<file path="src/verilog/dsi_consts.svh">
`ifndef DSI_CONSTS_SVH
`define DSI_CONSTS_SVH
// Notes on behaviour
// - comms_rx_full is high while the receive word holds data the core has not read yet.
// - comms_tx_empty is high while the transmit word holds no pending data.
// - halt_acknowledge is high exactly while the core is in debug state and low otherwise.
// - debug_feature_enable low disables debug entry, and the far side drives it low only when no debugging is wanted.
// - internal_halt_request is the halt request given to the core: the external request or control bit 1, gated by debug_feature_enable.
// - an external halt request enters debug state once the current instruction completes, never aborting it.
// - condition input 0 feeds watch unit 0 and condition input 1 feeds watch unit 1.
// - external data watch and external instruction break inputs flag accesses and instructions for debug entry.
// - instr_executed says the execute-stage instruction passed its condition codes and ran in the previous cycle.
// - each watch match output follows its unit's comparison on the buses, whatever the unit enable.
// - driving tracking_mode high puts the processor into tracking mode.

`define DSI_WORD_W    32
`define DSI_CTRL_W    4
`define DSI_DBGCTL_W  3
`define DSI_HALT_BIT  1
`define DSI_WP_UNITS  2
`define DSI_WORD_RST  32'h0000_0000
`endif

</file>
<file path="src/verilog/dsi_pkg.sv">
`include "dsi_consts.svh"
package dsi_pkg;
    typedef logic [`DSI_WORD_W-1:0] dsi_word_t;
    typedef logic [`DSI_CTRL_W-1:0] dsi_ctrl_t;

    // core run state as seen by the debug logic
    typedef enum logic [1:0] {DSI_RUN, DSI_PEND, DSI_HALTED} dsi_state_e;

    // reason for the last debug entry
    typedef enum logic [1:0] {DSI_CAUSE_NONE, DSI_CAUSE_HALT, DSI_CAUSE_BREAK,
                              DSI_CAUSE_WATCH} dsi_cause_e;

    // masked equality: a set mask bit means "don't care"
    function automatic logic dsi_masked_eq(input dsi_word_t a,
                                           input dsi_word_t b,
                                           input dsi_word_t m);
        dsi_masked_eq = (((a ^ b) & ~m) == `DSI_WORD_RST);
    endfunction
endpackage

</file>
<file path="src/verilog/dsi_if.sv">
`timescale 1ns/100ps
`include "dsi_consts.svh"
// one watch unit: buses and setup in, match out
interface dsi_watch_if;
    logic [`DSI_WORD_W-1:0] addr;
    logic [`DSI_WORD_W-1:0] data;
    logic [`DSI_CTRL_W-1:0] ctrl;
    logic [`DSI_WORD_W-1:0] addr_val;
    logic [`DSI_WORD_W-1:0] addr_mask;
    logic [`DSI_WORD_W-1:0] data_val;
    logic [`DSI_WORD_W-1:0] data_mask;
    logic [`DSI_CTRL_W-1:0] ctrl_val;
    logic [`DSI_CTRL_W-1:0] ctrl_mask;
    logic                   ext_val;
    logic                   ext_mask;
    logic                   ext_cond;
    logic                   match;
    modport unit (input addr, data, ctrl, addr_val, addr_mask, data_val, data_mask,
                  input ctrl_val, ctrl_mask, ext_val, ext_mask, ext_cond, output match);
    modport top  (output addr, data, ctrl, addr_val, addr_mask, data_val, data_mask,
                  output ctrl_val, ctrl_mask, ext_val, ext_mask, ext_cond, input match);
endinterface

// one-word comms channel, both directions
interface dsi_comms_if;
    logic                   rx_wr;
    logic [`DSI_WORD_W-1:0] rx_wdata;
    logic                   rx_rd;
    logic [`DSI_WORD_W-1:0] rx_rdata;
    logic                   rx_full;
    logic                   tx_wr;
    logic [`DSI_WORD_W-1:0] tx_wdata;
    logic                   tx_rd;
    logic [`DSI_WORD_W-1:0] tx_rdata;
    logic                   tx_empty;
    modport chan (input rx_wr, rx_wdata, rx_rd, tx_wr, tx_wdata, tx_rd,
                  output rx_rdata, rx_full, tx_rdata, tx_empty);
    modport top  (output rx_wr, rx_wdata, rx_rd, tx_wr, tx_wdata, tx_rd,
                  input rx_rdata, rx_full, tx_rdata, tx_empty);
endinterface

</file>
<file path="src/verilog/dsi_comms.sv">
`timescale 1ns/100ps
`include "dsi_consts.svh"
module dsi_comms
    import dsi_pkg::*;
(
    input  wire logic  clock,
    input  wire logic  arst_n,
    dsi_comms_if.chan  ch
);
    dsi_word_t rx_word_q;
    dsi_word_t rx_word_d;
    logic      rx_full_q;
    logic      rx_full_d;
    dsi_word_t tx_word_q;
    dsi_word_t tx_word_d;
    logic      tx_empty_q;
    logic      tx_empty_d;
    logic      rx_take;
    logic      tx_take;

    // a write into a held word is refused unless the word is drained that same cycle
    always_comb
    begin
        rx_take   = ch.rx_wr && (!rx_full_q || ch.rx_rd);
        tx_take   = ch.tx_wr && (tx_empty_q || ch.tx_rd);
        rx_word_d = rx_take ? ch.rx_wdata : rx_word_q;
        tx_word_d = tx_take ? ch.tx_wdata : tx_word_q;
        rx_full_d = rx_full_q;
        if (rx_take)
            rx_full_d = 1'b1;                 // set beats clear
        else if (ch.rx_rd)
            rx_full_d = 1'b0;
        tx_empty_d = tx_empty_q;
        if (tx_take)
            tx_empty_d = 1'b0;                // pending word wins
        else if (ch.tx_rd)
            tx_empty_d = 1'b1;
    end

    always_ff @(posedge clock or negedge arst_n)
    begin
        if (!arst_n)
        begin
            rx_word_q  <= `DSI_WORD_RST;
            tx_word_q  <= `DSI_WORD_RST;
            rx_full_q  <= 1'b0;
            tx_empty_q <= 1'b1;
        end
        else
        begin
            rx_word_q  <= rx_word_d;
            tx_word_q  <= tx_word_d;
            rx_full_q  <= rx_full_d;
            tx_empty_q <= tx_empty_d;
        end
    end

    assign ch.rx_rdata = rx_word_q;
    assign ch.tx_rdata = tx_word_q;
    assign ch.rx_full  = rx_full_q;
    assign ch.tx_empty = tx_empty_q;
endmodule

</file>
<file path="src/verilog/dsi_top.sv">
`timescale 1ns/100ps
`include "dsi_consts.svh"
module dsi_top
    import dsi_pkg::*;
(
    input  wire logic                          clock,
    input  wire logic                          arst_n,
    // comms channel, debugger side
    input  wire logic                          dbg_rx_wr,
    input  wire logic [`DSI_WORD_W-1:0]        dbg_rx_wdata,
    input  wire logic                          dbg_tx_rd,
    output logic      [`DSI_WORD_W-1:0]        dbg_tx_rdata,

    // comms channel, core side
    input  wire logic                          core_rx_rd,
    output logic      [`DSI_WORD_W-1:0]        core_rx_rdata,
    input  wire logic                          core_tx_wr,
    input  wire logic [`DSI_WORD_W-1:0]        core_tx_wdata,
    output logic                               comms_rx_full,
    output logic                               comms_tx_empty,

    // halt control
    input  wire logic                          debug_feature_enable,
    input  wire logic                          ext_halt_request,
    input  wire logic [`DSI_DBGCTL_W-1:0]      debug_ctrl,
    input  wire logic                          debug_restart,
    output logic                               internal_halt_request,
    output logic                               halt_acknowledge,
    output dsi_cause_e                         debug_cause,

    // core pipeline status
    input  wire logic                          exec_valid,
    input  wire logic                          exec_cond_pass,
    input  wire logic                          instr_complete,
    output logic                               instr_executed,

    // external break and watch
    input  wire logic                          ext_data_watch,
    input  wire logic                          ext_instr_break,
    input  wire logic                          watch0_ext_cond,
    input  wire logic                          watch1_ext_cond,

    // buses watched by both units
    input  wire logic [`DSI_WORD_W-1:0]        bus_addr,
    input  wire logic [`DSI_WORD_W-1:0]        bus_data,
    input  wire logic [`DSI_CTRL_W-1:0]        bus_ctrl,

    // watch unit setup, index is the unit
    input  wire logic [`DSI_WP_UNITS-1:0][`DSI_WORD_W-1:0] wp_addr_val,
    input  wire logic [`DSI_WP_UNITS-1:0][`DSI_WORD_W-1:0] wp_addr_mask,
    input  wire logic [`DSI_WP_UNITS-1:0][`DSI_WORD_W-1:0] wp_data_val,
    input  wire logic [`DSI_WP_UNITS-1:0][`DSI_WORD_W-1:0] wp_data_mask,
    input  wire logic [`DSI_WP_UNITS-1:0][`DSI_CTRL_W-1:0] wp_ctrl_val,
    input  wire logic [`DSI_WP_UNITS-1:0][`DSI_CTRL_W-1:0] wp_ctrl_mask,
    input  wire logic [`DSI_WP_UNITS-1:0]      wp_ext_val,
    input  wire logic [`DSI_WP_UNITS-1:0]      wp_ext_mask,
    input  wire logic [`DSI_WP_UNITS-1:0]      wp_enable,
    input  wire logic [`DSI_WP_UNITS-1:0]      wp_is_break,
    output logic                               watch0_match,
    output logic                               watch1_match,

    // tracking
    input  wire logic                          tracking_mode,
    output logic                               tracking_active
);
    // one sequencer owns debug state; comms words sit apart,
    // watch units sit beside it and only feed it hits

    // comms bundle and per-unit results
    dsi_comms_if                 comms ();
    logic [`DSI_WP_UNITS-1:0]    unit_match;
    logic [`DSI_WP_UNITS-1:0]    ext_cond;

    // sequencer state
    dsi_state_e state_q;
    dsi_state_e state_d;

    // cause of the last entry, held till the next
    dsi_cause_e cause_q;
    dsi_cause_e cause_d;

    // cause waiting for the instruction to finish
    dsi_cause_e pend_q;
    dsi_cause_e pend_d;

    // halt request as shown to the core
    logic       req_q;
    logic       req_d;

    // acknowledge from a flop, never glitches
    logic       ack_q;
    logic       ack_d;

    // executed flag, a cycle behind execute
    logic       exec_q;
    logic       exec_d;

    // tracking pin copy
    logic       track_q;
    logic       track_d;

    // merged entry sources
    logic       halt_src;
    logic       break_hit;
    logic       watch_hit;

    // comms channel wiring
    // each word has one writer and one reader:
    // debugger fills receive, core fills transmit
    assign comms.rx_wr    = dbg_rx_wr;
    assign comms.rx_wdata = dbg_rx_wdata;
    assign comms.rx_rd    = core_rx_rd;
    assign comms.tx_wr    = core_tx_wr;
    assign comms.tx_wdata = core_tx_wdata;
    assign comms.tx_rd    = dbg_tx_rd;

    // words and flags read back
    assign core_rx_rdata  = comms.rx_rdata;
    assign dbg_tx_rdata   = comms.tx_rdata;
    assign comms_rx_full  = comms.rx_full;
    assign comms_tx_empty = comms.tx_empty;

    dsi_comms u_comms
    (
        .clock  (clock),
        .arst_n (arst_n),
        .ch     (comms)
    );

    // condition input n goes to unit n only
    // a swapped pair would cross the unit conditions
    assign ext_cond = {watch1_ext_cond, watch0_ext_cond};

    // two watch units on the same buses
    // units are registered: one cycle of latency
    // keeps the wide compare off the sequencer path
    for (genvar u = 0; u < `DSI_WP_UNITS; u++)
    begin : g_unit
        // buses shared, setup per unit
        dsi_watch_if wif ();
        assign wif.addr      = bus_addr;
        assign wif.data      = bus_data;
        assign wif.ctrl      = bus_ctrl;
        assign wif.addr_val  = wp_addr_val[u];
        assign wif.addr_mask = wp_addr_mask[u];
        assign wif.data_val  = wp_data_val[u];
        assign wif.data_mask = wp_data_mask[u];
        assign wif.ctrl_val  = wp_ctrl_val[u];
        assign wif.ctrl_mask = wp_ctrl_mask[u];
        assign wif.ext_val   = wp_ext_val[u];
        assign wif.ext_mask  = wp_ext_mask[u];
        assign wif.ext_cond  = ext_cond[u];

        assign unit_match[u] = wif.match;

        dsi_watch u_watch
        (
            .clock  (clock),
            .arst_n (arst_n),
            .wp     (wif)
        );
    end

    // match pins ignore both enables
    assign watch0_match = unit_match[0];
    assign watch1_match = unit_match[1];

    // entry sources; an armed unit counts, a disarmed one only shows its match
    // pin and control bit merge here; the enable
    // gates the registered copy seen by the core
    always_comb
    begin
        halt_src  = ext_halt_request || debug_ctrl[`DSI_HALT_BIT];
        // enabled units split by their break flag
        break_hit = ext_instr_break
                 || |(unit_match & wp_enable & wp_is_break);
        watch_hit = ext_data_watch
                 || |(unit_match & wp_enable & ~wp_is_break);
    end

    // halt sequencing: requests and hits wait for the running instruction to finish
    // run: break beats watch beats request, so the
    //      cause names the most specific reason
    // pend: taken on the instr_complete edge, so
    //       the core never stops mid-instruction
    // pend: losing the enable drops the entry
    // halted: restart refused while a request is
    //         held, so a slow debugger keeps it
    // limitation: hits in pend or halted are lost
    always_comb
    begin
        // hold by default, every path assigns
        state_d = state_q;
        cause_d = cause_q;
        pend_d  = pend_q;
        req_d   = debug_feature_enable && halt_src;

        case (state_q)
            // entry only with the features on
            DSI_RUN:
            begin
                if (debug_feature_enable)
                begin
                    // break first, then watch, then request
                    if (break_hit)
                    begin
                        pend_d  = DSI_CAUSE_BREAK;
                        state_d = DSI_PEND;
                    end
                    else if (watch_hit)
                    begin
                        pend_d  = DSI_CAUSE_WATCH;
                        state_d = DSI_PEND;
                    end
                    else if (req_q)
                    begin
                        pend_d  = DSI_CAUSE_HALT;
                        state_d = DSI_PEND;
                    end
                end
            end

            // wait out the running instruction
            DSI_PEND:
            begin
                if (!debug_feature_enable)
                begin
                    pend_d  = DSI_CAUSE_NONE;
                    state_d = DSI_RUN;
                end
                else if (instr_complete)
                begin
                    cause_d = pend_q;
                    pend_d  = DSI_CAUSE_NONE;
                    state_d = DSI_HALTED;
                end
            end

            DSI_HALTED:
            begin
                // a request still held blocks the restart, so the core stays halted
                if (debug_restart && !req_q)
                    state_d = DSI_RUN;
            end

            // unused code, back to run
            default:
                state_d = DSI_RUN;
        endcase

        // registered, so ack tracks state_q exactly
        ack_d = (state_d == DSI_HALTED);
    end

    always_ff @(posedge clock or negedge arst_n)
    begin
        if (!arst_n)
        begin
            // running, nothing pending or held
            state_q <= DSI_RUN;
            cause_q <= DSI_CAUSE_NONE;
            pend_q  <= DSI_CAUSE_NONE;
            req_q   <= 1'b0;
            ack_q   <= 1'b0;
        end
        else
        begin
            // every flop loads each edge
            state_q <= state_d;
            cause_q <= cause_d;
            pend_q  <= pend_d;
            req_q   <= req_d;
            ack_q   <= ack_d;
        end
    end

    // outputs straight from flops
    assign internal_halt_request = req_q;
    assign halt_acknowledge      = ack_q;
    assign debug_cause           = cause_q;

    // executed flag trails the execute stage by one cycle
    // a halted core executes nothing, so the flag
    // stays low; tracking is a plain flop copy
    always_comb
    begin
        exec_d  = exec_valid && exec_cond_pass && (state_q != DSI_HALTED);
        track_d = tracking_mode;
    end

    always_ff @(posedge clock or negedge arst_n)
    begin
        if (!arst_n)
        begin
            // nothing executed, tracking off
            exec_q  <= 1'b0;
            track_q <= 1'b0;
        end
        else
        begin
            // plain registers, no enable
            exec_q  <= exec_d;
            track_q <= track_d;
        end
    end

    assign instr_executed  = exec_q;
    assign tracking_active = track_q;
endmodule

</file>
<file path="src/verilog/dsi_watch.sv">
`timescale 1ns/100ps
`include "dsi_consts.svh"
module dsi_watch
    import dsi_pkg::*;
(
    input  wire logic  clock,
    input  wire logic  arst_n,
    dsi_watch_if.unit  wp
);
    logic match_q;
    logic match_d;

    // the unit enable is not looked at here, so the match shows even when disarmed
    always_comb
    begin
        match_d = dsi_masked_eq(wp.addr, wp.addr_val, wp.addr_mask)
               && dsi_masked_eq(wp.data, wp.data_val, wp.data_mask)
               && ((((wp.ctrl ^ wp.ctrl_val) & ~wp.ctrl_mask) == '0))
               && (wp.ext_mask || (wp.ext_cond == wp.ext_val));
    end

    always_ff @(posedge clock or negedge arst_n)
    begin
        if (!arst_n)
            match_q <= 1'b0;
        else
            match_q <= match_d;
    end

    assign wp.match = match_q;
endmodule
</file>
<file path="config.mk">
export PLATFORM = sky130hd
export DESIGN_NAME = dsi_top
export DESIGN_NICKNAME = d
export VERILOG_FILES = /design/src/verilog/dsi_pkg.sv /design/src/verilog/dsi_if.sv /design/src/verilog/dsi_comms.sv /design/src/verilog/dsi_top.sv /design/src/verilog/dsi_watch.sv
export VERILOG_INCLUDE_DIRS = /design/src /design/src/verilog
export SDC_FILE = /design/constraint.sdc
export NUM_CORES = 1
export LEC_CHECK = 0
export CORE_AREA = 2 2 198 200
export CTS_CLUSTER_DIAMETER = 80
export CTS_CLUSTER_SIZE = 20
export DETAILED_ROUTE_END_ITERATION = 6
export DIE_AREA = 0 0 200 202
export DONT_BUFFER_PORTS = 1
export PLACE_DENSITY = 0.3
export SLEW_MARGIN = 20
export SYNTH_ARGS = -nofsm -noshare
export SYNTH_HDL_FRONTEND = slang
export SYNTH_SLANG_ARGS = --single-unit
</file>
<file path="constraint.sdc">
create_clock -name clock -period 1.35 [get_ports clock]
set_input_delay 0 -clock clock [delete_from_list [all_inputs] [get_ports clock]]
set_output_delay 0 -clock clock [all_outputs]
set_load 0.005 [all_outputs]
</file>
==> impl_metrics.csv, run 1 <==
group,metric,value,unit
run_status,status,"finished, violations left",
run_status,violations,"negative hold slack, negative setup slack",
sta,setup_slack,-0.103,ns
global_route,grt_pass1_wl,34600,µm
pwr,p_int,5.27,mW
cts,cts.htree.levels,3,
critical_path,cp.required,1.59,ns
pwr,vdd_ir_drop_max,0.539,mV
critical_path,worstPathArrival,1.69,ns
global_route,grtUsageTotal,12.5,%
critical_path,crit_fanout,5,
yosys,ys_top_cells_by_area,"dfrtp_1, xnor2_1, mux2_2",
layout,multi_input_area,2780,µm²
yosys,synth_area,4700,µm²
cts,root_buffer,"clkbuf_16",
yosys,synth-main-ff-cell,"dfrtp_1",
floorplan,rows,72,
global_route,antenna_found_initial,4,
route,viasPerCell,3.91,
floorplan,dieArea,40400,µm²
sta,fmax,0.688,GHz
cts,clock-sinks,78,
hold_path,hold_class,"in2async",
pwr,switching_share,25.7,%
sta,slew_headroom,61.9,%
yosys,yosysTopAreaCellShare,41.0,%
flow_run,cap_viol_max_count,0,
layout,drive_gt1_share,21.6,%
floorplan,die_h,202,µm
yosys,synth_seq_cells,78,
sta,hold_ws,-0.659,ns
yosys,synth_cell_types,21,
sta,drv_slew,0,
yosys,synth_area_leader_cell,"dfrtp_1",
critical_path,start_kind,"register",
sta,hold_viol,78,
sta,setup_viol,2,
pwr,clockPowerShare,36.6,%
critical_path,endpoint_kind,"register",
pwr,comb_power_share,21.2,%
floorplan,start_util,12.3,%
yosys,synth_async_sr_flop_share,100,%
route,dr.pass1.iters,4,
yosys,postSynthAreaPerCell,11.3,µm²
layout,syn_to_final_growth,44.1,%
sta,fin_tns_setup,-0.203,ns
cts,cts.reportedPaths.clkPinSlew,0.06,ns
route,drt_iter0_drc,137,
route,drc,0,
pwr,leakagePower,2.30,nW
cts,cts_max_path_buffers,2,
global_route,grt_pass1_vias,4551,
yosys,yosys_warnings,0,
sta,rsz0062_at_grt,"true",
yosys,seq_area_frac_synth,41.6,%
global_route,grt_max_degree,79,
floorplan,fp.dieW,200,µm
yosys,syn_nets,847,
floorplan,core,38300,µm²
cts,insertion_delay,0.35,ns
yosys,synth_edf_count,0,
route,vias,4112,
layout,nets,960,
layout,utilization,17.7,%
place,dp_hpwl,23600,µm
yosys,syn_inst,415,
route,ant_nets,0,
cts,cts_buffers,9,
layout,regArea,1950,µm²
layout,n_fill_cell,4223,
place,io_buffers,0,
route,wirelength,26700,µm
pwr,p_per_area,1050,nW/µm²
route,wl_per_cell,25.4,µm
floorplan,io_pins,506,
cts,cts_tree,"done",
sta,clock_skew,0.00908,ns
place,place.gp.congestion,0.947,
sta,period_share,108,%
pwr,seqPwrFrac,42.2,%
global_route,overflow,0,
sta,period_minus_slack,1.45,ns
critical_path,worstSetupPathType,"reg2reg",
pwr,power.switching,1.82,mW
sta,worst_pin_slew,0.571,ns
logic make-up (layout without fill, tap and decap cells):
| family | after synthesis | after routing | share of synthesized area [%] |
|---|---|---|---|
| xor gates and xnor gates | 138 | 138 | 25.7 |
| DFF | 78 | 78 | 41.6 |
| AOI/OAI and AO/OA | 75 | 75 | 10.0 |
| muxes | 68 | 68 | 16.3 |
| and+or+nand+nor | 50 | 50 | 5.70 |
| buffers and inverters | 6 | 123 | 0.640 |
| other | 0 | 2 | 0 |
worst max-delay path, cell delays in order (launching register included):
cell and delay [ns]:
dfrtp_1 0.43, nand2_1 0.08, nor2_1 0.04, or4_4 0.49, mux2_4 0.31
cells in the mapped netlist (3+ instances only):
library cell,instances
xnor2_1,138
dfrtp_1,77
mux2_2,68
o22ai_1,68
nor4_1,16
nand2_1,8
nor2_1,7
buf_2,6
nor3_1,6
nand3_1,4
nand2b_1,3
placed cells by master (no fill, tap or decap), drive strengths merged:
cell type    count
diode            2
o21a             1
a311o            1
dlygate4sd3     87
and3             1
bufinv           2
nand3            4
clkinv           4
mux2            68
nor2b            2
nand4            2
o22ai           68
dfrtp           77
nand2b           3
clkbuf           9
dfstp            1
or4              1
a31oi            2
xnor2          138
o21ai            3
nor4            16
nor3             6
nor2             7
nand2            8
buf             21
power by group through the flow:
| stage | sequential, mW | clock [mW] | combinational, mW |
|---|---|---|---|
| global route | 3.05 | 2.81 | 1.63 |
| CTS | 2.99 | 2.72 | 1.51 |
| finish | 2.99 | 2.59 | 1.50 |
| floorplan | 2.93 | 0 | 0.975 |
| global placement | 3.04 | 0 | 1.25 |
| detailed placement | 3.04 | 0 | 1.28 |
state kept, by name, summed over array words and instances (netlist names):
register / cells
tracking_active: 1
u_comms.ch.rx_rdata: 32
instr_executed: 1
halt_acknowledge: 1
pend_q: 2
u_comms.ch.tx_rdata: 32
state_q: 2
debug_cause: 2
internal_halt_request: 1
u_comms.ch.tx_empty: 1
g_unit.u_watch.wp.match: 2
u_comms.ch.rx_full: 1
worst paths after layout:
check,cells after the start,start,slack [ns],end
worst min-delay path,0,arst_n,-0.66,instr_executed
max in group asynchronous,0,arst_n,1.81,u_comms.ch.tx_empty
worst max-delay path,4,state_q[0],-0.10,pend_q[0]
worst min register to register,1,pend_q[0],0.52,pend_q[0]
worst max register to register,4,state_q[0],-0.10,pend_q[0]
min in group clock,4,wp_addr_mask[30],0.01,g_unit[0].u_watch.wp.match
final cells by class:
type                       count  area share [%]
antenna                        2          0.0740
clock buffer                   9            3.33
clock inverter                 6            1.29
multi-input combinational    331            41.1
sequential                    78            28.9
tap                          518            9.58
timing repair buffer         108            15.8
per-layer routing:
metal	wire (µm)	part of all wire (%)	GRT usage (%)	up-vias
met4	553	2.1	4.15	2
met5	16	0.060	0	-
met3	3120	12	5.29	27
li1	-	-	-	1741
met2	14700	55	24.6	336
met1	8250	31	11.2	2006
metrics by stage:
step / cells / total power, mW / hold WS [ns] / cell area, µm² / setup WS [ns]
floorplan: 415 / 3.90 / -0.296 / 4700 / -0.0437
global placement: 948 / 4.29 / -0.293 / 5520 / -0.634
detailed placement: 948 / 4.31 / -0.294 / 5520 / -0.695
CTS: 1050 / 7.22 / -0.687 / 6730 / -0.0834
global route: 1052 / 7.49 / -0.690 / 6770 / -0.167
finish: 1052 / 7.09 / -0.659 / 6770 / -0.103
timing repair:
| item | in CTS | in global routing |
|---|---|---|
| resized for setup | 3 | 7 |
| setup buffers | 0 | 0 |
| setup endpoints to repair | 5 | 22 |
| endpoints found under the hold margin | 155 | 79 |
| pin swaps | 0 | 1 |
| hold buffers | 87 | 1 |
Power figures use the tool's default switching activity.
==> run 2: changes to the inputs <==
--- a/config.mk
+++ b/config.mk
@@ -6,12 +6,14 @@
 export SDC_FILE = /design/constraint.sdc
 export NUM_CORES = 1
 export LEC_CHECK = 0
+export ABC_CLOCK_PERIOD_IN_PS = 1350
 export CORE_AREA = 2 2 198 200
 export CTS_CLUSTER_DIAMETER = 80
 export CTS_CLUSTER_SIZE = 20
 export DETAILED_ROUTE_END_ITERATION = 6
 export DIE_AREA = 0 0 200 202
 export DONT_BUFFER_PORTS = 1
+export MAX_ROUTING_LAYER = met4
 export PLACE_DENSITY = 0.3
 export SLEW_MARGIN = 20
 export SYNTH_ARGS = -nofsm -noshare
==> run 2 against run 1 <==
  * Flip-flop and latch count unchanged
  * Worst hold slack better by 0.011 ns
  * Design area down 0.89%
  * Clock-buffer cell count up 1
  * Cell count down 0.38%
  * Clock power down 5%
  * Sequential share of layout area up 0.26 points
  * Die area unchanged
  * Total power down 2.2%
  * Largest power group unchanged
  * Global-route usage up 0.26 points
  * Register-to-register slack better by 0.03 ns
  * The flow still finishes with violations (negative hold slack, negative setup slack)
  * Worst setup slack better by 0.027 ns
==> impl_metrics.csv, run 2 (synthesis results as in run 1) <==
group,metric,value,unit
run_status,status,"finished, violations left",
run_status,violations,"negative hold slack, negative setup slack",
floorplan,core,38300,µm²
global_route,grt_max_degree,79,
critical_path,crit-reg2reg-launch,"state_q[0]",
critical_path,cp.required,1.57,ns
place,dp_hpwl,23600,µm
floorplan,io_pins,506,
floorplan,fp.dieW,200,µm
cts,cts.htree.levels,3,
sta,fmax,0.702,GHz
global_route,antenna_found_initial,1,
route,drc,0,
route,vias,3982,
sta,rsz0062_at_grt,"true",
sta,period_minus_slack,1.43,ns
global_route,overflow,0,
route,drt_iter0_drc,172,
critical_path,start_kind,"register",
route,dr.pass1.iters,6,
layout,nets,957,
layout,final_cell_mix,"xnor2_1, dlygate4sd3_1, dfrtp_1, o22ai_1, mux2_2",
critical_path,crit_fanout,4,
cts,root_buffer,"clkbuf_16",
cts,insertion_delay,0.34,ns
place,placedCellCount,946,
hold_path,hold_class,"in2async",
flow_run,cap_viol_max_count,0,
global_route,grtUsageTotal,12.8,%
sta,setup_viol,2,
route,met2WireLength,14600,µm
critical_path,endpoint_kind,"register",
cts,clock-sinks,78,
pwr,p_per_area,1030,nW/µm²
floorplan,die_h,202,µm
layout,syn_to_final_growth,42.8,%
layout,stdcell_count,1048,
layout,drive_gt1_share,21.0,%
floorplan,rows,72,
sta,period_share,106,%
route,wirelength,26500,µm
route,ant_nets,0,
sta,clock_skew,0.0106,ns
place,place.gp.congestion,0.968,
sta,setup_slack,-0.0752,ns
global_route,grt_pass1_vias,4467,
layout,layout_commonest_cell,"xnor2_1",
route,wl_per_cell,25.3,µm
pwr,leakagePower,2.28,nW
floorplan,dieArea,40400,µm²
pwr,vdd_ir_drop_max,0.631,mV
sta,hold_viol,78,
critical_path,worstSetupStartpoint,"state_q[0]",
cts,cts_tree,"done",
route,viasPerCell,3.80,
critical_path,worstSetupPathType,"reg2reg",
cts,ctsHoldBuffers,85,
sta,drv_slew,0,
place,io_buffers,0,
route,highest_layer,"met4",
cts,cts_buffers,9,
global_route,grt_pass1_wl,34300,µm
critical_path,worstPathArrival,1.65,ns
sta,fin_tns_setup,-0.134,ns
cts,cts_max_path_buffers,2,
sta,worst_pin_slew,0.670,ns
route,met1Wirelength,8400,µm
floorplan,start_util,12.3,%
cts,cts.reportedPaths.clkPinSlew,0.07,ns
sta,slew_headroom,55.4,%
pwr,p_total,6.93,mW
sta,hold_ws,-0.648,ns
route,route.met3.wl,3030,µm
[run 2: where the power goes]
part	total, mW	switching (mW)	internal [mW]
clock	2.46	0.986	1.48
combinational	1.49	0.525	0.963
sequential	2.98	0.288	2.70
total	6.93	1.80	5.13
[run 2: path summary, 6_finish.rpt]
kind | end | slack [ns] | cells after the start
setup / recovery | pend_q[0] | -0.08 | 4
hold / removal | g_unit[0].u_watch.wp.match | -0.65 | 0
setup reg to reg | pend_q[0] | -0.08 | 4
hold reg to reg | pend_q[0] | 0.51 | 1
max in group asynchronous | u_comms.ch.tx_empty | 1.80 | 0
min in group clock | pend_q[0] | 0.03 | 2
[run 2: stage by stage]
step           instance area (µm²)  utilization [%]  setup WS (ns)
6_report                      6710             17.5        -0.0752
2_1_floorplan                 4700                -        -0.0437
3_5_place_dp                  5510             14.4         -0.619
5_1_grt                       6710             17.5         -0.144
3_3_place_gp                  5510             14.4         -0.636
4_1_cts                       6690             17.5        -0.0798
[run 2: final cells by class]
type	instances	area, µm²
Multi-Input combinational cell	331	2770
Tap cell	518	648
Antenna cell	1	2.50
Timing Repair Buffer	105	1040
Fill cell	4222	31600
Clock inverter	5	60.1
Clock buffer	10	239
Sequential cell	78	1950
[run 2: worst max-delay path: stages (launching register included)]
cell     delay [ns]
dfrtp_1        0.41
nand2_1        0.07
nor2_1         0.04
or4_4          0.49
mux2_4         0.31
[run 2: per-layer routing]
| metal | GRT usage (%) | vias to the layer above |
|---|---|---|
| met5 | - | - |
| met4 | 3.07 | 0 |
| met3 | 5.06 | 20 |
| met2 | 24.7 | 329 |
| met1 | 11.4 | 1896 |
| li1 | - | 1737 |
[run 2: repair_timing]
item | CTS | global route
buffers inserted | 1 | 0
resized for setup | 4 | 3
endpoints found under the setup margin | 6 | 20
pin swaps | 0 | 1
hold endpoints to repair | 155 | 78
==> run 3: changes to the inputs <==
--- a/config.mk
+++ b/config.mk
@@ -14,7 +14,6 @@
 export DIE_AREA = 0 0 200 202
 export DONT_BUFFER_PORTS = 1
 export MAX_ROUTING_LAYER = met4
-export PLACE_DENSITY = 0.3
 export SLEW_MARGIN = 20
 export SYNTH_ARGS = -nofsm -noshare
 export SYNTH_HDL_FRONTEND = slang
==> run 3 against run 2 <==
  * The run still ends with negative hold slack, negative setup slack left
  * Clock-buffer cell count down 1
  * Global-route usage up 0.19 points
  * Total power up 3.1%
  * Die area unchanged
  * Register-to-register slack worse by 0.08 ns
  * Via count up 2.7%
  * Sequential share of layout area down 0.19 points
  * Critical endpoint is now pend_q[1]
==> impl_metrics.csv, run 3 (synthesis results as in run 1) <==
group,metric,value,unit
run_status,status,"finished, violations left",
global_route,antenna_found_initial,6,
layout,utilization,17.6,%
global_route,grt_pass1_vias,4460,
pwr,switching_share,26.0,%
layout,drive_gt1_share,23.3,%
route,drc,0,
global_route,grt_max_degree,79,
route,drt_iter0_drc,148,
sta,period_share,112,%
pwr,power.switching,1.86,mW
floorplan,rows,72,
floorplan,core,38300,µm²
pwr,seqPwrFrac,42.2,%
critical_path,crit_fanout,2,
pwr,leakagePower,2.33,nW
hold_path,hold_class,"in2async",
flow_run,cap_viol_max_count,0,
cts,cts.htree.levels,3,
global_route,overflow,0,
critical_path,critPathSlowestCell,"or4_4",
run_status,violations,"negative hold slack, negative setup slack",
cts,cts_max_path_buffers,2,
pwr,p_per_area,1060,nW/µm²
sta,setup_slack,-0.157,ns
pwr,comb_power_share,21.2,%
place,dpl_cell_area,5560,µm²
cts,ctsHoldBuffers,79,
layout,layout_commonest_cell,"xnor2_1",
sta,period_minus_slack,1.51,ns
critical_path,endpoint_kind,"register",
sta,hold_viol,78,
sta,slew_headroom,69.2,%
place,io_buffers,0,
route,vias,4089,
place,place.gp.congestion,1.10,
sta,drv_slew,0,
pwr,vdd_ir_drop_max,0.534,mV
floorplan,die_h,202,µm
layout,fin_area,6760,µm²
route,dr.pass1.iters,5,
cts,insertion_delay,0.35,ns
sta,worst_pin_slew,0.457,ns
sta,clock_skew,0.0138,ns
cts,root_buffer,"clkbuf_16",
route,ant_nets,0,
critical_path,worstPathArrival,1.74,ns
critical_path,crit_family,"simple AND/OR/NAND/NOR gates",
pwr,p_int,5.29,mW
pwr,clockPowerShare,36.6,%
route,wl_per_cell,25.0,µm
cts,clock-sinks,78,
sta,setup_viol,4,
route,viasPerCell,3.85,
critical_path,start_kind,"register",
global_route,grtUsageTotal,12.9,%
floorplan,io_pins,506,
sta,rsz0062_at_grt,"true",
sta,fmax,0.663,GHz
critical_path,crit_chain,"nand2_2, nand3_2, nor3_2, or4_4, mux2_4",
critical_path,crit_buf_inv,0,
place,dp_hpwl,22900,µm
cts,cts_buffers,9,
critical_path,worstSetupPathType,"reg2reg",
global_route,grt_pass1_wl,34400,µm
sta,hold_ws,-0.645,ns
floorplan,dieArea,40400,µm²
layout,nets,964,
critical_path,cpPeakStageDelay,0.44,ns
layout,final_cell_mix,"xnor2_1, dlygate4sd3_1, dfrtp_1, o22ai_1, mux2_2",
floorplan,fp.dieW,200,µm
cts,cts_tree,"done",
critical_path,cp.required,1.58,ns
floorplan,start_util,12.3,%
route,wirelength,26600,µm
layout,syn_to_final_growth,43.9,%
cts,cts.reportedPaths.clkPinSlew,0.07,ns
==> run 3: changes by cell type in the layout (fill, tap and decap cells not counted), sizes merged <==
cell	delta
buf	+13
dlygate4sd3	-6
diode	+5
bufinv	+1
clkbuf	-1
clkinv	+1
==> run 3: final timing paths <==
kind	slack [ns]	startpoint	to	cells after the start
max	-0.16	g_unit[1].u_watch.wp.match	pend_q[1]	5
min	-0.65	arst_n	u_comms.ch.rx_rdata[26]	0
max reg2reg	-0.16	g_unit[1].u_watch.wp.match	pend_q[1]	5
min reg2reg	0.51	pend_q[1]	debug_cause[1]	1
max in group asynchronous	1.79	arst_n	u_comms.ch.tx_empty	0
min in group clock	0.02	ext_data_watch	pend_q[1]	3
==> run 3: area by class of cell <==
type / instances / area (µm²)
Fill cell: 4215 / 31500
Timing Repair Buffer: 112 / 1080
Antenna cell: 6 / 15.0
Tap cell: 518 / 648
Sequential cell: 78 / 1950
Multi-Input combinational cell: 331 / 2740
Clock inverter: 7 / 98.8
Clock buffer: 9 / 225
==> run 3: through the flow <==
stage                     power (mW)  std cells  setup slack (ns)  setup TNS [ns]
after floorplan                 3.90        415           -0.0437         -0.0611
after global placement          4.32        954            -0.270          -0.825
after detailed placement        4.36        954            -0.272          -0.748
after CTS                       7.27       1055            -0.183          -0.397
after global routing            7.54       1061            -0.233          -0.643
final                           7.15       1061            -0.157          -0.396
==> run 3: what timing repair did <==
item                                    in CTS  in global routing
gates resized for setup                      5                  1
endpoints found under the setup margin       2                 17
buffers inserted                             6                  0
endpoints found under the hold margin      154                 78
pin swaps                                    0                  1
==> run 3: per-layer routing <==
layer	up-vias	track usage [%]	routed length (µm)
met5	-	-	0
met4	0	4.44	737
met3	33	3.77	2580
met2	332	22.4	13400
met1	1967	14.1	9860
li1	1757	-	-
==> run 3: worst register-to-register path, cell delays in order, from the launching register on <==
cell	delay (ns)
dfrtp_2	0.43
nand2_2	0.09
nand3_2	0.08
nor3_2	0.04
or4_4	0.44
mux2_4	0.31
==> run 3: power by group through the flow <==
| stage | Clock (mW) | Sequential (mW) | Combinational, mW |
|---|---|---|---|
| 2_1_floorplan | 0 | 2.93 | 0.975 |
| 3_3_place_gp | 0 | 3.03 | 1.29 |
| 3_5_place_dp | 0 | 3.05 | 1.31 |
| 4_1_cts | 2.74 | 3.00 | 1.52 |
| 5_1_grt | 2.83 | 3.06 | 1.64 |
| 6_report | 2.61 | 3.02 | 1.52 |
